[config.mk]
export PLATFORM = sky130hd
export DESIGN_NAME = tpef_event_flags
export DESIGN_NICKNAME = d
export VERILOG_FILES = /design/src/design/tpef_pkg.sv /design/src/design/tpef_chan_event.sv /design/src/design/tpef_event_flags.sv
export SDC_FILE = /design/constraint.sdc
export NUM_CORES = 1
export LEC_CHECK = 0
export BUFFER_PORTS_ARGS = -buffer_cell sky130_fd_sc_hd__buf_4
export CORE_ASPECT_RATIO = 0.75
export CORE_MARGIN = 8
export CORE_UTILIZATION = 53
export CTS_CLUSTER_SIZE = 30
export DETAILED_ROUTE_END_ITERATION = 12
export GPL_TIMING_DRIVEN = 0
export PLACE_DENSITY = 0.78
export SLEW_MARGIN = 15
export SYNTH_ARGS = -nofsm -noshare
export SYNTH_HDL_FRONTEND = slang
export SYNTH_SLANG_ARGS = --single-unit
[constraint.sdc]
create_clock -name i_clk_sys -period 2.3 [get_ports i_clk_sys]
set_input_delay 0.345 -clock i_clk_sys [delete_from_list [all_inputs] [get_ports i_clk_sys]]
set_output_delay 0.345 -clock i_clk_sys [all_outputs]
set_load 0.1 [all_outputs]
[src/design/tpef_pkg.sv]
// package of constants and types for the timer event flag logic
package tpef_pkg;

    // number of timer channels served
    localparam int NCH = 4;
    // flag vector: bit 0 counter wrap, bit 1+n channel n
    localparam int NFL = NCH + 1;
    localparam int FL_WRAP = 0;
    localparam int FL_CH0 = 1;

    // register byte offsets
    localparam logic [7:0] OFS_CTRL = 8'h00;
    localparam logic [7:0] OFS_MODULO = 8'h04;
    localparam logic [7:0] OFS_FLAGS = 8'h08;
    localparam logic [7:0] OFS_EVT_STATUS = 8'h0c;
    localparam logic [7:0] OFS_EVT_MASK = 8'h10;
    localparam logic [7:0] OFS_CH_CTRL = 8'h20;
    localparam logic [7:0] OFS_CH_VALUE = 8'h40;
    localparam logic [7:0] OFS_CH_STEP = 8'h04;

    // control register fields
    localparam int CTRL_CENTER_BIT = 0;
    localparam int CTRL_WRAP_IE_BIT = 1;

    // channel control register fields
    localparam int CHC_MODE_LSB = 0;
    localparam int CHC_EDGE_LOW_BIT = 2;
    localparam int CHC_EDGE_HIGH_BIT = 3;
    localparam int CHC_IRQ_EN_BIT = 4;

    // channel modes while center alignment is off
    localparam logic [1:0] MODE_CAPTURE = 2'h0;
    localparam logic [1:0] MODE_COMPARE = 2'h1;
    localparam logic [1:0] MODE_EDGE_PWM = 2'h2;

    // values after reset, free-running top count and zero count
    localparam logic [15:0] MODULO_RST = 16'h0000;
    localparam logic [15:0] CH_VALUE_RST = 16'h0000;
    localparam logic [15:0] FREE_RUN_TOP = 16'hffff;
    localparam logic [15:0] COUNT_ZERO = 16'h0000;

    // axi4-lite responses
    localparam logic [1:0] RESP_OKAY = 2'h0;
    localparam logic [1:0] RESP_SLVERR = 2'h2;

    // per-channel configuration
    typedef struct packed {
        logic [1:0] mode;
        logic edge_select_high;
        logic edge_select_low;
        logic channel_irq_enable;
        logic [15:0] value;
    } tpef_ch_cfg_t;

    localparam tpef_ch_cfg_t CH_CFG_RST = '{
        mode: MODE_CAPTURE, edge_select_high: 1'b0, edge_select_low: 1'b0,
        channel_irq_enable: 1'b0, value: CH_VALUE_RST};

    // counter view from the surrounding timer
    typedef struct packed {
        logic step;
        logic down;
        logic [15:0] value;
    } tpef_cnt_t;

    // register decode result
    typedef enum logic [2:0] {
        SEL_CTRL, SEL_MODULO, SEL_FLAGS, SEL_EVT_STATUS, SEL_EVT_MASK,
        SEL_CH_CTRL, SEL_CH_VALUE, SEL_NONE
    } tpef_sel_kind_t;

    typedef struct packed {
        tpef_sel_kind_t kind;
        logic [1:0] idx;
    } tpef_sel_t;

    // state of one channel event detector
    typedef struct packed {
        logic pin_prev;
    } tpef_ch_state_t;

    localparam tpef_ch_state_t CH_STATE_RST = '{pin_prev: 1'b0};

endpackage

[src/design/tpef_chan_event.sv]
// event detector for one timer channel
`timescale 1ns/100ps
`default_nettype none

module tpef_chan_event (
    input wire logic i_clk_sys,                    // system clock
    input wire logic i_sys_rst,                    // sync reset, high
    input wire tpef_pkg::tpef_ch_cfg_t i_cfg,      // channel setup
    input wire logic i_center,                     // center alignment on
    input wire tpef_pkg::tpef_cnt_t i_cnt,         // counter view
    input wire logic i_pin,                        // channel input pin
    output logic o_event                           // one-cycle event
);

    tpef_pkg::tpef_ch_state_t st_reg;
    tpef_pkg::tpef_ch_state_t st_next;
    logic rise;
    logic fall;
    logic edge_hit;
    logic match;

    ////////////////////////////////////////////////////////////////////////
    // edge and match detection
    always_comb begin
        st_next = st_reg;
        st_next.pin_prev = i_pin;
        rise = i_pin & ~st_reg.pin_prev;
        fall = ~i_pin & st_reg.pin_prev;
        // high/low select: none, rising, falling or both
        edge_hit = (i_cfg.edge_select_low & rise)
                 | (i_cfg.edge_select_high & fall);
        // counter stepped onto the channel value
        match = i_cnt.step && (i_cnt.value == i_cfg.value);
        if (i_center) begin
            // every channel is center pwm: match while up and while down
            o_event = match;
        end else begin
            case (i_cfg.mode)
                tpef_pkg::MODE_CAPTURE: begin
                    o_event = edge_hit;
                end
                tpef_pkg::MODE_COMPARE: begin
                    o_event = match;
                end
                default: begin
                    // edge pwm: match ends the active duty
                    o_event = match;
                end
            endcase
        end
    end

    ////////////////////////////////////////////////////////////////////////
    // state register
    always_ff @(posedge i_clk_sys) begin
        if (i_sys_rst) begin
            st_reg <= tpef_pkg::CH_STATE_RST;
        end else begin
            st_reg <= st_next;
        end
    end

endmodule

`default_nettype wire

[src/design/tpef_event_flags.sv]
// timer wrap and channel event flags with axi4-lite registers
// Operation
// - free-running counter: set wrap flag when count goes 0xffff to 0x0000
// - center off, modulo nonzero: set wrap flag when count steps from modulo to 0x0000
// - center on: set wrap flag when count turns down at modulo
// - capture channel: two edge bits pick none, rising, falling or both
// - capture channel: set channel flag on each chosen input edge
// - compare channel: set channel flag when counter steps onto its 16-bit value
// - edge pwm channel: set channel flag on match ending the duty
// - center pwm channel: set channel flag on up and down matches
// - clear flag by read while set then write zero; new event keeps it
// - per-flag level interrupt while flag and its enable are set
`timescale 1ns/100ps
`default_nettype none

module tpef_event_flags (
    input wire logic i_clk_sys,                    // system clock
    input wire logic i_sys_rst,                    // sync reset, high
    // axi4-lite slave
    input wire logic i_awvalid,                    // write address valid
    output logic o_awready,                        // write address ready
    input wire logic [7:0] i_awaddr,               // write byte address
    input wire logic i_wvalid,                     // write data valid
    output logic o_wready,                         // write data ready
    input wire logic [31:0] i_wdata,               // write data
    input wire logic [3:0] i_wstrb,                // write byte enables
    output logic o_bvalid,                         // write response valid
    input wire logic i_bready,                     // write response ready
    output logic [1:0] o_bresp,                    // write response
    input wire logic i_arvalid,                    // read address valid
    output logic o_arready,                        // read address ready
    input wire logic [7:0] i_araddr,               // read byte address
    output logic o_rvalid,                         // read data valid
    input wire logic i_rready,                     // read data ready
    output logic [31:0] o_rdata,                   // read data
    output logic [1:0] o_rresp,                    // read response
    // timer side
    input wire tpef_pkg::tpef_cnt_t i_cnt,         // counter view
    input wire logic [tpef_pkg::NCH-1:0] i_ch_pin, // channel input pins
    output logic o_center_align_select,            // up/down counting
    output logic [15:0] o_modulo,                  // modulo for counter
    output logic o_wrap_irq,                       // counter wrap request
    output logic [tpef_pkg::NCH-1:0] o_ch_irq,     // channel requests
    output logic o_irq                             // summary interrupt
);

    typedef struct packed {
        logic aw_held;
        logic [7:0] aw_addr;
        logic w_held;
        logic [31:0] w_data;
        logic [3:0] w_strb;
        logic bvalid;
        logic [1:0] bresp;
        logic rvalid;
        logic [31:0] rdata;
        logic [1:0] rresp;
        logic center_align_select;
        logic wrap_irq_enable;
        logic [15:0] modulo;
        tpef_pkg::tpef_ch_cfg_t [tpef_pkg::NCH-1:0] ch;
        logic [tpef_pkg::NFL-1:0] flag;
        logic [tpef_pkg::NFL-1:0] arm;
        logic [tpef_pkg::NFL-1:0] evt;
        logic [tpef_pkg::NFL-1:0] mask;
        logic [15:0] cnt_prev;
        logic down_prev;
        logic wrap_irq;
        logic [tpef_pkg::NCH-1:0] ch_irq;
        logic irq;
    } tpef_state_t;

    tpef_state_t st_reg;
    tpef_state_t st_next;
    wire logic [tpef_pkg::NFL-1:0] ev;
    logic wrap_ev;
    logic [tpef_pkg::NFL-1:0] wr_clr;
    logic [tpef_pkg::NFL-1:0] rd_arm;
    logic [tpef_pkg::NFL-1:0] rd_evt_clr;
    logic [15:0] terminal;
    logic [31:0] merged;
    logic [31:0] wr_old;
    logic [31:0] rd_word;
    logic do_wr;
    tpef_pkg::tpef_sel_t wsel;
    tpef_pkg::tpef_sel_t rsel;

    ////////////////////////////////////////////////////////////////////////
    // helpers

    // map a byte address onto a register kind and channel index
    function automatic tpef_pkg::tpef_sel_t decode(input logic [7:0] a);
        tpef_pkg::tpef_sel_t s;
        s.idx = a[3:2];
        s.kind = tpef_pkg::SEL_NONE;
        if (a[1:0] == 2'h0) begin
            if (a == tpef_pkg::OFS_CTRL) begin
                s.kind = tpef_pkg::SEL_CTRL;
            end else if (a == tpef_pkg::OFS_MODULO) begin
                s.kind = tpef_pkg::SEL_MODULO;
            end else if (a == tpef_pkg::OFS_FLAGS) begin
                s.kind = tpef_pkg::SEL_FLAGS;
            end else if (a == tpef_pkg::OFS_EVT_STATUS) begin
                s.kind = tpef_pkg::SEL_EVT_STATUS;
            end else if (a == tpef_pkg::OFS_EVT_MASK) begin
                s.kind = tpef_pkg::SEL_EVT_MASK;
            end else if (a[7:4] == tpef_pkg::OFS_CH_CTRL[7:4]) begin
                s.kind = tpef_pkg::SEL_CH_CTRL;
            end else if (a[7:4] == tpef_pkg::OFS_CH_VALUE[7:4]) begin
                s.kind = tpef_pkg::SEL_CH_VALUE;
            end
        end
        return s;
    endfunction

    // pack a channel control word
    function automatic logic [31:0] ch_ctrl_word(
        input tpef_pkg::tpef_ch_cfg_t c
    );
        logic [31:0] w;
        w = 32'h0000_0000;
        w[tpef_pkg::CHC_MODE_LSB +: 2] = c.mode;
        w[tpef_pkg::CHC_EDGE_LOW_BIT] = c.edge_select_low;
        w[tpef_pkg::CHC_EDGE_HIGH_BIT] = c.edge_select_high;
        w[tpef_pkg::CHC_IRQ_EN_BIT] = c.channel_irq_enable;
        return w;
    endfunction

    // read value of a register
    function automatic logic [31:0] read_word(
        input tpef_pkg::tpef_sel_t s,
        input tpef_state_t t
    );
        logic [31:0] w;
        w = 32'h0000_0000;
        case (s.kind)
            tpef_pkg::SEL_CTRL: begin
                w[tpef_pkg::CTRL_CENTER_BIT] = t.center_align_select;
                w[tpef_pkg::CTRL_WRAP_IE_BIT] = t.wrap_irq_enable;
            end
            tpef_pkg::SEL_MODULO: w[15:0] = t.modulo;
            tpef_pkg::SEL_FLAGS: w[tpef_pkg::NFL-1:0] = t.flag;
            tpef_pkg::SEL_EVT_STATUS: w[tpef_pkg::NFL-1:0] = t.evt;
            tpef_pkg::SEL_EVT_MASK: w[tpef_pkg::NFL-1:0] = t.mask;
            tpef_pkg::SEL_CH_CTRL: w = ch_ctrl_word(t.ch[s.idx]);
            tpef_pkg::SEL_CH_VALUE: w[15:0] = t.ch[s.idx].value;
            default: w = 32'h0000_0000;
        endcase
        return w;
    endfunction

    ////////////////////////////////////////////////////////////////////////
    // channel event detectors
    genvar gi;
    generate
        for (gi = 0; gi < tpef_pkg::NCH; gi = gi + 1) begin : g_ch
            tpef_chan_event u_ev (
                .i_clk_sys(i_clk_sys),
                .i_sys_rst(i_sys_rst),
                .i_cfg(st_reg.ch[gi]),
                .i_center(st_reg.center_align_select),
                .i_cnt(i_cnt),
                .i_pin(i_ch_pin[gi]),
                .o_event(ev[tpef_pkg::FL_CH0 + gi])
            );
        end
    endgenerate

    ////////////////////////////////////////////////////////////////////////
    // counter wrap event
    always_comb begin
        // with center alignment off, a modulo of zero means the full 16-bit range
        terminal = (st_reg.modulo == tpef_pkg::MODULO_RST) ?
                   tpef_pkg::FREE_RUN_TOP : st_reg.modulo;
        if (st_reg.center_align_select) begin
            // turn from up to down at the modulo value ends a period
            wrap_ev = i_cnt.step && i_cnt.down
                && !st_reg.down_prev
                && (st_reg.cnt_prev == st_reg.modulo);
        end else begin
            wrap_ev = i_cnt.step
                && (st_reg.cnt_prev == terminal)
                && (i_cnt.value == tpef_pkg::COUNT_ZERO);
        end
    end

    assign ev[tpef_pkg::FL_WRAP] = wrap_ev;

    // handshake outputs
    assign o_awready = !st_reg.aw_held;
    assign o_wready = !st_reg.w_held;
    assign o_arready = !st_reg.rvalid;

    ////////////////////////////////////////////////////////////////////////
    // next state: bus slave, registers, flags, interrupts
    always_comb begin
        st_next = st_reg;
        wr_clr = '0;
        rd_arm = '0;
        rd_evt_clr = '0;
        wsel = decode(st_reg.aw_addr);
        rsel = decode(i_araddr);
        wr_old = read_word(wsel, st_reg);
        // write word with byte enables applied over the current value
        for (int b = 0; b < 4; b++) begin
            merged[8*b +: 8] = st_reg.w_strb[b] ?
                st_reg.w_data[8*b +: 8] : wr_old[8*b +: 8];
        end
        rd_word = read_word(rsel, st_reg);
        do_wr = st_reg.aw_held && st_reg.w_held && !st_reg.bvalid;
        // address and data may come in either order
        if (i_awvalid && !st_reg.aw_held) begin
            st_next.aw_held = 1'b1;
            st_next.aw_addr = i_awaddr;
        end
        if (i_wvalid && !st_reg.w_held) begin
            st_next.w_held = 1'b1;
            st_next.w_data = i_wdata;
            st_next.w_strb = i_wstrb;
        end
        if (st_reg.bvalid && i_bready) begin
            st_next.bvalid = 1'b0;
        end
        // perform the write once both halves are held
        if (do_wr) begin
            st_next.aw_held = 1'b0;
            st_next.w_held = 1'b0;
            st_next.bvalid = 1'b1;
            st_next.bresp = tpef_pkg::RESP_OKAY;
            case (wsel.kind)
                tpef_pkg::SEL_CTRL: begin
                    st_next.center_align_select =
                        merged[tpef_pkg::CTRL_CENTER_BIT];
                    st_next.wrap_irq_enable =
                        merged[tpef_pkg::CTRL_WRAP_IE_BIT];
                end
                tpef_pkg::SEL_MODULO: st_next.modulo = merged[15:0];
                tpef_pkg::SEL_FLAGS: begin
                    // a zero clears only a flag armed by an earlier read
                    wr_clr = ~merged[tpef_pkg::NFL-1:0] & st_reg.arm;
                end
                tpef_pkg::SEL_EVT_STATUS: begin
                    // read-only, write ignored
                end
                tpef_pkg::SEL_EVT_MASK: begin
                    st_next.mask = merged[tpef_pkg::NFL-1:0];
                end
                tpef_pkg::SEL_CH_CTRL: begin
                    st_next.ch[wsel.idx].mode =
                        merged[tpef_pkg::CHC_MODE_LSB +: 2];
                    st_next.ch[wsel.idx].edge_select_low =
                        merged[tpef_pkg::CHC_EDGE_LOW_BIT];
                    st_next.ch[wsel.idx].edge_select_high =
                        merged[tpef_pkg::CHC_EDGE_HIGH_BIT];
                    st_next.ch[wsel.idx].channel_irq_enable =
                        merged[tpef_pkg::CHC_IRQ_EN_BIT];
                end
                tpef_pkg::SEL_CH_VALUE: begin
                    st_next.ch[wsel.idx].value = merged[15:0];
                end
                default: st_next.bresp = tpef_pkg::RESP_SLVERR;
            endcase
        end
        // read: answer one cycle after the address is taken
        if (st_reg.rvalid && i_rready) begin
            st_next.rvalid = 1'b0;
        end
        if (i_arvalid && !st_reg.rvalid) begin
            st_next.rvalid = 1'b1;
            st_next.rdata = rd_word;
            st_next.rresp = (rsel.kind == tpef_pkg::SEL_NONE) ?
                tpef_pkg::RESP_SLVERR : tpef_pkg::RESP_OKAY;
            if (rsel.kind == tpef_pkg::SEL_FLAGS) begin
                rd_arm = st_reg.flag;
            end
            if (rsel.kind == tpef_pkg::SEL_EVT_STATUS) begin
                rd_evt_clr = st_reg.evt;
            end
        end
        // a new event sets the flag and cancels a pending clear
        st_next.flag = (st_reg.flag & ~wr_clr) | ev;
        st_next.arm = (st_reg.arm | rd_arm) & ~wr_clr & ~ev;
        // sticky event status, set wins over the read clear
        st_next.evt = (st_reg.evt & ~rd_evt_clr) | ev;
        // counter history for wrap detection
        if (i_cnt.step) begin
            st_next.cnt_prev = i_cnt.value;
            st_next.down_prev = i_cnt.down;
        end
        // level requests follow flags and enables; summary follows event status and mask
        st_next.wrap_irq = st_next.flag[tpef_pkg::FL_WRAP]
            & st_next.wrap_irq_enable;
        for (int n = 0; n < tpef_pkg::NCH; n++) begin
            st_next.ch_irq[n] = st_next.flag[tpef_pkg::FL_CH0 + n]
                & st_next.ch[n].channel_irq_enable;
        end
        st_next.irq = |(st_next.evt & st_next.mask);
    end

    ////////////////////////////////////////////////////////////////////////
    // state register
    always_ff @(posedge i_clk_sys) begin
        if (i_sys_rst) begin
            st_reg <= '0;
            st_reg.modulo <= tpef_pkg::MODULO_RST;
            st_reg.ch <= {tpef_pkg::NCH{tpef_pkg::CH_CFG_RST}};
        end else begin
            st_reg <= st_next;
        end
    end

    // outputs from flip-flops
    assign o_bvalid = st_reg.bvalid;
    assign o_bresp = st_reg.bresp;
    assign o_rvalid = st_reg.rvalid;
    assign o_rdata = st_reg.rdata;
    assign o_rresp = st_reg.rresp;
    assign o_center_align_select = st_reg.center_align_select;
    assign o_modulo = st_reg.modulo;
    assign o_wrap_irq = st_reg.wrap_irq;
    assign o_ch_irq = st_reg.ch_irq;
    assign o_irq = st_reg.irq;

endmodule

`default_nettype wire

# After elaboration in Yosys (flattened, before gate mapping)
# Index checks and enable logic that the tools add are counted.
dict set report classes {
  order_cmp 3
  n_mux 71
  n_bitwise 46
  reduce_logical 43
  eq_ne 31
}
# cell count
set op_table {}
lappend op_table {{$bwmux W84} 5}
lappend op_table {{$demux W21 S2} 5}
lappend op_table {{$pmux W84 S2} 1}
lappend op_table {{$mux W101} 1}
lappend op_table {{$eq A16 B16 Y1} 6}
lappend op_table {{$bmux W21 S2} 2}
lappend op_table {{$mux W21} 3}
lappend op_table {{$mux W16} 3}
lappend op_table {{$pmux W11 S2} 2}
lappend op_table {{$mux W5} 8}
lappend op_table {{$pmux W3 S6} 2}
lappend op_table {{$mux W35} 1}
lappend op_table {{$mux W3} 11}
lappend op_table {{$eq A8 B4 Y1 const B} 4}
lappend op_table {{$logic_not A16 Y1} 2}
lappend op_table {{$and A5 B5 Y5} 6}
lappend op_table {{$pmux W2 S7} 2}
lappend op_table {{$and A1 B1 Y1} 21}
lappend op_table {{$eq A3 B3 Y1 const B} 7}
lappend op_table {{$not A5 Y5} 4}
lappend op_table {{$mux W19} 1}
lappend op_table {{$mux W18} 1}
lappend op_table {{$logic_and A1 B1 Y1} 17}
lappend op_table {{$mux W17} 1}
lappend op_table {{23 further kinds} 78}
dict set report totals {
  word_cells 240
  ff_bits 199
  inputBits 81
}

# Longest topological paths before layout
# Gate-level depths: netlist (run 1).
dict set report depth {
  ltp_word 20
  depth_mapped 10
  ltp_nobuf 7
}

# Cells and area by module
# Synthesis (run 1) repeated with hierarchy kept, for this count alone.
dict set report hier_totals {
  hier_cells 1224
  hier_area_um2 10780.3
}
# module cells_each seq_area_each_um2 n_inst area_each_um2
set modules_own_cells {}
lappend modules_own_cells {tpef_event_flags 1104 3863.7 1 9779.4}
lappend modules_own_cells {tpef_chan_event 30 20.0 4 250.2}

# Least setup slack after synthesis (run 1)
# Ideal clock, no wire load.
dict set report synth_timing {
  kind {register to register}
  startpoint {register st_reg, in the netlist o_rvalid}
  endpoint {register st_reg, in the netlist o_rdata[2]}
  path_buffers 0
  setup_ns 0.128
  t_required_ns 2.172
  period_less_slack_ns 2.732
  setup_slack_ns -0.432
  t_arrival_ns 2.604
  path_stages_with_launch 7
  cell_sequence {dfxtp_1 inv_1 nand2_1 nor3_1 a21boi_0 a22oi_1 nor2_1}
}
dict set report synth_between {
  elab_chain_cells 2
}
# element line_no
set synth_rtl {}
lappend synth_rtl {{start: declaration} tpef_event_flags.sv:73} ;# tpef_state_t st_reg;
lappend synth_rtl {{start signal: assignment} tpef_event_flags.sv:308} ;# st_reg <= st_next;
lappend synth_rtl {{$logic_not A1 Y1} --}
lappend synth_rtl {{via o_arready} tpef_event_flags.sv:31} ;# output logic o_arready,
lappend synth_rtl {{$logic_and A1 B1 Y1} tpef_event_flags.sv:268} ;# if (i_arvalid && !st_reg.rvalid) begin
# The timed path passes the listed nets, and every way through them passes these cells.
# A chain may end at the register's enable or synchronous reset.

# Worst setup path in the final report (run 1)
dict set report layout_timing {
  startpoint {register st_reg[221] (netlist bit)}
  endpoint {register st_reg, in the netlist o_modulo[9]}
}
dict set report layout_between {
  elab_chain_cells 10
  elab_cells_between_ends 17
  cone_classes {eq/ne (6); mux (8); reduce/logical (3)}
}
# element line_no
set layout_rtl {}
lappend layout_rtl {{$eq A8 B5 Y1} tpef_event_flags.sv:105} ;# end else if (a == tpef_pkg::OFS_EVT_MASK) begin
lappend layout_rtl {{$mux W2} tpef_event_flags.sv:105}
lappend layout_rtl {{$mux W3} tpef_event_flags.sv:103} ;# end else if (a == tpef_pkg::OFS_EVT_STATUS) begin
lappend layout_rtl {{$mux W3} tpef_event_flags.sv:101} ;# end else if (a == tpef_pkg::OFS_FLAGS) begin
lappend layout_rtl {{$mux W3} tpef_event_flags.sv:99} ;# end else if (a == tpef_pkg::OFS_MODULO) begin
lappend layout_rtl {{$mux W3} tpef_event_flags.sv:97} ;# if (a == tpef_pkg::OFS_CTRL) begin
lappend layout_rtl {{$mux W3 (*)} tpef_event_flags.sv:96} ;# if (a[1:0] == 2'h0) begin
lappend layout_rtl {{$eq A3 B3 Y1 / $eq A3 B1 Y1 (equally long branches)} {tpef_event_flags.sv:136, tpef_event_flags.sv:230}}
lappend layout_rtl {{$pmux W11 S2} tpef_event_flags.sv:136} ;# case (s.kind)
lappend layout_rtl {{$mux W8} tpef_event_flags.sv:206} ;# merged[8*b +: 8] = st_reg.w_strb[b] ?
# Every way passes the cells marked *; elsewhere a longest branch is shown, timed or not.

==> results of run 1 <==
==> synth_stat cells, types with 7 or more instances <==
cell type / instances / area (um^2)
nand2_1: 231 / 867
dfxtp_1: 197 / 3940
a21oi_1: 137 / 686
nor2_1: 81 / 304
buf_4: 59 / 443
clkbuf_1: 59 / 221
mux4_2: 44 / 991
nand3_1: 43 / 215
xnor2_1: 41 / 359
mux2i_1: 40 / 400
xor2_1: 37 / 324
nor3_1: 29 / 145
buf_2: 26 / 130
a22oi_1: 20 / 150
inv_1: 19 / 71.3
nor4_1: 19 / 119
nand4_1: 18 / 113
nor2b_1: 13 / 81.3
a221oi_1: 11 / 96.3
o21ai_0: 10 / 50.1
or3_1: 10 / 62.6
nor4b_1: 8 / 70.1
nand3b_1: 7 / 52.6
o21ai_2: 7 / 61.3
==> final cells by class <==
cell class                      instances  area, um^2
Fill cell                            1493        5870
Tap cell                              258         323
Timing Repair Buffer                  158        1360
Multi-Input combinational cell        909        6960
Clock inverter                         14         174
Clock buffer                           18         439
Buffer                                146         990
Sequential cell                       197        3960
Inverter                               19        75.1
==> where the power goes <==
part           total (uW)  switching (uW)  internal, uW  leakage (uW)
clock network        3150            1550          1600      0.000296
logic                1520             999           526       0.00346
registers            3550            71.5          3480       0.00160
==> how the worst min path moves through the flow <==
stage | from | slack (ns) | to | cells after the start
final | i_rready | 0.07 | o_rvalid | 2
after global placement | st_reg[202] | 0.44 | st_reg[202] | 2
after detailed placement | o_rdata[4] | 0.45 | o_rdata[4] | 2
after CTS | i_rready | 0.07 | o_rvalid | 2
after global routing | i_rready | 0.08 | o_rvalid | 2
after floorplan | o_bresp[1] | 0.43 | o_bresp[1] | 2
==> metrics by stage <==
stage	setup WS [ns]	std cells	hold slack (ns)	util	TNS, ns
2_1_floorplan	-0.0168	1272	0.432	-	-0.0168
3_3_place_gp	-0.710	1620	0.443	0.590	-66.80
3_5_place_dp	-0.725	1620	0.449	0.590	-71.35
4_1_cts	-0.196	1692	0.0709	0.666	-9.13
5_1_grt	-0.234	1719	0.0768	0.709	-14.56
6_report	-0.199	1719	0.0677	0.709	-9.19
==> critical path, delay by kind of cell (launching register included) <==
family	cells	cell delay, ns
buffers and inverters	3	0.49
DFF	1	0.35
and+or+nand+nor	3	0.80
AOI/OAI and AO/OA	4	0.78
==> what timing repair did <==
action | in CTS | in global routing
buffers inserted | 36 | 29
gates cloned | 5 | 1
resized for setup | 119 | 166
setup endpoints to repair | 136 | 136
pin swaps | 92 | 93
==> routing by layer <==
metal / up-vias / wire (um) / GRT usage
met4: 2 / 1450 / 0.0951
met2: 964 / 17500 / 0.441
met5: - / 32 / 0.00998
met3: 160 / 7090 / 0.130
met1: 5192 / 16600 / 0.422
li1: 4747 / - / -
==> cell families after synthesis <==
logic type,count (synthesis),synth area share
and+or+nand+nor,485,0.210
muxes,88,0.133
AOI/OAI and AO/OA,239,0.146
buffers and inverters,167,0.0831
DFF,197,0.365
other,1,0.000347
xor gates and xnor gates,78,0.0631
==> cell usage in the layout, fill, tap and decap left out, types with 5 or more instances in the layout <==
cell,count
nor2_4,6
inv_1,18
nor2_1,76
o21ai_0,10
nand4_1,18
a21oi_1,89
dfxtp_1,190
buf_8,6
nor4_1,18
clkbuf_1,51
buf_2,5
clkbuf_16,17
buf_12,6
buf_6,32
a22oi_1,9
a21oi_2,47
mux4_2,44
a22oi_2,14
buf_4,192
nand3b_1,7
nand2_4,5
nand3_1,23
nand3_2,18
or3_1,9
xnor2_1,41
mux2i_1,35
xor2_1,37
a221oi_1,11
conb_1,18
nand2_1,208
nor2b_1,11
o21ai_4,9
inv_8,7
nand2_2,18
nor3_1,25
==> key figures, run 1 <==
Routing
  – Drt drc: 0
  – DRT iter0 DRCs: 1799
  – Avg WL per Cell: 24.8 um
  – DR vias: 11100
  – Via density: 6.44
  – Total wire length: 42.7 mm
  – DRT antenna net count: 0
  – DRT Pass-1 Iters: 7

Timing
  – Tmin final: 2.50 ns
  – Setup slack after layout: -0.199 ns
  – Unrepaired setup endpoints after global routing: true
  – Fin. max-slew vios: 0
  – # setup viols final: 114
  – Final period utilization: 1.09
  – Rel. slew slack: 0.310
  – Max Freq: 400 MHz
  – Clk_skew: 0.0126 ns
  – Hold Fails Final Rpt: 0
  – Slew @ Worst Pin: 1.04 ns

Global route
  – Vias in the first global route: 10000
  – GR Overflow Total: 0
  – First-pass GRT wire length: 60.4 mm
  – Initial antenna violation count: 0
  – GR Util All Layers: 0.311
  – Pin count of the biggest net entering global routing: 21

Critical path
  – Largest stage delay on the critical path: 0.36 ns
  – Crit-path max FO: 5
  – CP max-delay cell: nor3_4
  – WP data required: 2.68 ns
  – Worst EP arrival: 2.88 ns
  – R2R Path End: o_modulo[9]
  – Critical path cell sequence: buf_4 -> nor4_4 -> a22oi_2 -> nor3_4 -> buf_4 -> buf_6 -> a22oi_2 -> o21ai_4 -> nand3_2 -> a21oi_2
  – Reg2reg start: st_reg[221]
  – Crit Path Class: flip-flop to flip-flop
  – CP startpoint kind: flip-flop
  – Reg-to-reg slack, setup: -0.20 ns
  – Crit path from: st_reg[221]
  – R2r worst-path depth: 10
  – Setup crit end: o_modulo[9]
  – Critical path endpoint category: flip-flop

Synth
  – Avg Cell Area, Syn: 8.62 um^2
  – Most used DFF post-synth: dfxtp_1
  – Mapped Area: 10800 um^2
  – EDFF count, synth: 0
  – Synth Warn #: 0
  – Yosys reg bits: 197
  – Seq/Total Area, Yosys: 0.365
  – Async SR Flop Fraction: 0
  – Cells after synthesis: 1255
  – Netlist cell types: 73

CTS
  – Clock Latency Late Sink: 0.45 ns
  – CTS Buf Count: 17
  – CTS root buf: clkbuf_16
  – CTS H-tree depth: 4
  – Clock Sink Count: 197
  – Hold-fix buffers, CTS: 0
  – CTS tree: done
  – Maximum root-to-sink buffer count: 2
  – Worst-path clk slew: 0.08 ns

Status
  – Failing checks: setup timing
  – Outcome: finished, violations left

Floorplanning
  – Placeable core area: 20200 um^2
  – Die footprint: 25300 um^2
  – Die X: 181 um
  – Die Y: 140 um
  – Cell Rows: 45
  – I/O pin cnt: 145
  – Effective utilization at floorplan: 0.537

Final layout
  – Ant diodes: 0
  – Final net count: 1529
  – Syn-to-layout area delta: 32.0%
  – Final design area excluding fillers: 14300 um^2
  – Ratio of cells with drive above 1 in the final layout: 0.351
  – Max reg flops: 150

Power
  – Pwr/cell area: 576 nW/um^2
  – VDD IR max: 0.393 mV
  – Pleak: 0.00536 uW
  – Total power: 8220 uW

Job
  – Max-cap viol count: 0

Place
  – RD Place Congestion: 0.970
  – Area after DPL: 11900 um^2
  – Post-DP HPWL: 30.2 mm
  – PortBufs: 90

Hold path
  – Worst hold path type: primary input to flip-flop
Note: power is estimated with default switching activity, not from simulation.
==> run 2: changes to the inputs <==
CORE_UTILIZATION = 30   (was 53)
PLACE_DENSITY = 0.5   (was 0.78)
==> run 2 against run 1 <==
  * The flow still finishes with violations (setup timing)
  * Sequential power is essentially flat
  * Non-clock buffer count is 12 lower
  * Via count shrank 5.9%
  * Hold slack improved by 0.0072 ns
  * Power is 0.52% lower
  * Maximum frequency fell by 0.75%
  * Cell area rose by 0.64%
  * Combinational power is 3% lower
  * Critical path depth decreased by 2
  * Clock-buffer cell count grew 2
  * Utilization is 31 points lower
  * Critical endpoint is now o_modulo[8]
  * Largest power group unchanged
  * Highest routed layer is now met4
==> key figures, run 2 (synthesis results as in run 1) <==
CTS
  – Worst-path clk slew: 0.08 ns (about the same)
  – Clock Sink Count: 197 (unchanged)
  – CTS H-tree depth: 4 (unchanged)
  – CTS root buf: clkbuf_16
  – Clock Latency Late Sink: 0.45 ns (about the same)
  – CTS tree: done
  – Maximum root-to-sink buffer count: 2 (unchanged)
  – CTS Buf Count: 17 (unchanged)
  – Hold-fix buffers, CTS: 0 (unchanged)

Routing
  – DR vias: 10400 (-5.9%)
  – DRT antenna net count: 0 (unchanged)
  – Avg WL per Cell: 23.6 um (-4.9%)
  – Via density: 5.44 (-15%)
  – Wl on met1: 21.5 mm (+29%)
  – DRT Pass-1 Iters: 5 (-2)
  – Drt drc: 0 (unchanged)
  – Met2 WL: 18.5 mm (+5.8%)
  – Met3 wire len: 4.57 mm (-36%)
  – Top Metal Used: met4
  – DRT iter0 DRCs: 1029 (-43%)
  – Total wire length: 45.2 mm (+5.9%)

Place
  – Post-DP HPWL: 34.7 mm (+15%)
  – Placed Cells: 1827 (+13%)
  – PortBufs: 90 (unchanged)
  – RD Place Congestion: 0.897 (-7.6%)
  – DP Worst Slack: -0.933 ns (-0.208 ns)
  – Area after DPL: 12200 um^2 (+2.2%)

Hold path
  – Hold path start: i_rready
  – Worst hold path type: primary input to flip-flop
  – Hold Crit Depth: 2 (unchanged)
  – Worst Hold End: o_rvalid

Critical path
  – Critical path endpoint category: flip-flop
  – Reg2reg start: st_reg[220]
  – CP bufs+invs: 1 (-2)
  – WP data required: 2.67 ns (about the same)
  – Crit Path Class: flip-flop to flip-flop
  – Largest stage delay on the critical path: 0.62 ns (+0.26 ns)
  – R2R Path End: o_modulo[8]
  – CP startpoint kind: flip-flop
  – Crit-path max FO: 7 (+2)
  – Crit path from: st_reg[220]
  – Reg-to-reg slack, setup: -0.22 ns (-0.02 ns)
  – Critical path cell sequence: or3_4 -> or4_4 -> nor2_8 -> buf_4 -> a22oi_2 -> o21ai_4 -> nand3_4 -> a21oi_2
  – CP delay by family, top: simple AND/OR/NAND/NOR gates
  – CP max-delay cell: or4_4
  – Worst EP arrival: 2.89 ns (about the same)
  – R2r worst-path depth: 8 (-2)

Power
  – VDD IR max: 0.475 mV (+21%)
  – Total power: 8180 uW (-0.52%)
  – Pwr/cell area: 569 nW/um^2 (-1.2%)
  – Pleak: 0.00534 uW (-0.37%)

Timing
  – Max Freq: 397 MHz (-0.75%)
  – Clk_skew: 0.0140 ns (+0.00134 ns)
  – Final period utilization: 1.09 (+0.00821)
  – Tmin final: 2.52 ns (+0.0189 ns)
  – Hold Fails Final Rpt: 0 (unchanged)
  – Fin. max-slew vios: 0 (unchanged)
  – Post-route setup TNS: -12.45 ns (-3.26 ns)
  – Setup slack after layout: -0.218 ns (-0.0189 ns)
  – Rel. slew slack: 0.292 (-0.0178)
  – # setup viols final: 104 (-8.8%)
  – Unrepaired setup endpoints after global routing: true
  – Slew @ Worst Pin: 1.06 ns (+0.0267 ns)

Final layout
  – Area of the multi-input gates: 6950 um^2 (-0.11%)
  – Ratio of cells with drive above 1 in the final layout: 0.343 (-0.00859)
  – Final net count: 1516 (-0.85%)
  – Commonest cells after routing, fill and taps aside: nand2_1 (207), dfxtp_1 (188), buf_4 (184)
  – Post-route insts no fill: 1913 (+11%)
  – Layout fillers: 3681 (+150%)
  – Syn-to-layout area delta: 32.9%
  – Storage cell area: 3960 um^2 (unchanged)
  – Final design area excluding fillers: 14400 um^2 (+0.64%)
  – Max reg flops: 150 (unchanged)
  – Commonest non-fill, non-tap cell in the layout: nand2_1
  – Ant diodes: 0 (unchanged)

Global route
  – Vias in the first global route: 9682 (-3.5%)
  – First-pass GRT wire length: 65.2 mm (+7.9%)
  – Initial antenna violation count: 0 (unchanged)
  – Pin count of the biggest net entering global routing: 18 (-14%)
  – GR Overflow Total: 0 (unchanged)
  – GR Util All Layers: 0.203 (-0.108)

Floorplanning
  – Cell Rows: 60 (+33%)
  – Die Y: 180 um (+29%)
  – Placeable core area: 35700 um^2 (+77%)
  – I/O pin cnt: 145 (unchanged)
  – Effective utilization at floorplan: 0.303 (-0.234)
  – Die footprint: 42500 um^2 (+68%)
  – Die X: 235 um (+30%)

Status
  – Failing checks: setup timing
  – Outcome: finished, violations left

Job
  – Max-cap viol count: 0 (unchanged)
-- run 2: cell count changes in the layout (fill, tap and decap cells not counted), sizes merged --
cell | before | now
buf | 243 | 233
inv | 27 | 22
bufinv | 1 | 2
clkbuf | 77 | 78
bufbuf | 1 | 0
clkinvlp | 3 | 2
nor2 | 87 | 86
clkinv | 2 | 5
-- run 2: how the worst max path moves through the flow --
stage / end / slack [ns] / depth (start not counted)
5_1_grt: st_reg[52] / -0.29 / 8
3_5_place_dp: o_irq / -0.93 / 8
2_1_floorplan: o_rdata[2] / -0.02 / 6
4_1_cts: o_modulo[5] / -0.16 / 9
6_report: o_modulo[8] / -0.22 / 8
3_3_place_gp: o_irq / -0.98 / 8
-- run 2: area by class of cell --
class	instances	area share
buffer	144	0.0649
inverter	19	0.00522
clock inverter	12	0.0100
timing repair buffer	148	0.0885
sequential	197	0.276
tap	465	0.0405
clock buffer	20	0.0318
multi-input combinational	908	0.483
-- run 2: worst reg2reg max path: stages (launching register included) --
cell and delay [ns]:
dfxtp_4 0.36, or3_4 0.39, or4_4 0.62, nor2_8 0.24
buf_4 0.15, a22oi_2 0.11, o21ai_4 0.32, nand3_4 0.12
a21oi_2 0.14
-- run 2: timing repair --
item	CTS	global route
endpoints found under the setup margin	141	128
resized for setup	134	138
hold endpoints to repair	0	0
buffers inserted	37	20
pin swaps	60	93
gates cloned	2	3
-- run 2: metal layers --
metal	GRT usage	vias up
met5	0	-
met4	0.0467	0
met3	0.0547	41
met2	0.283	511
met1	0.303	5126
li1	-	4736
-- run 2: metrics by stage --
step	hold slack, ns	utilization
after floorplan	0.432	-
after global placement	0.443	0.340
after detailed placement	0.447	0.340
after CTS	0.0650	0.383
after global routing	0.0805	0.402
final	0.0749	0.402
-- run 2: power breakdown --
group | total (uW) | switching [uW] | internal [uW] | leakage (uW)
registers | 3550 | 70.4 | 3480 | 0.00160
clock network | 3150 | 1460 | 1690 | 0.000295
logic | 1480 | 981 | 501 | 0.00344
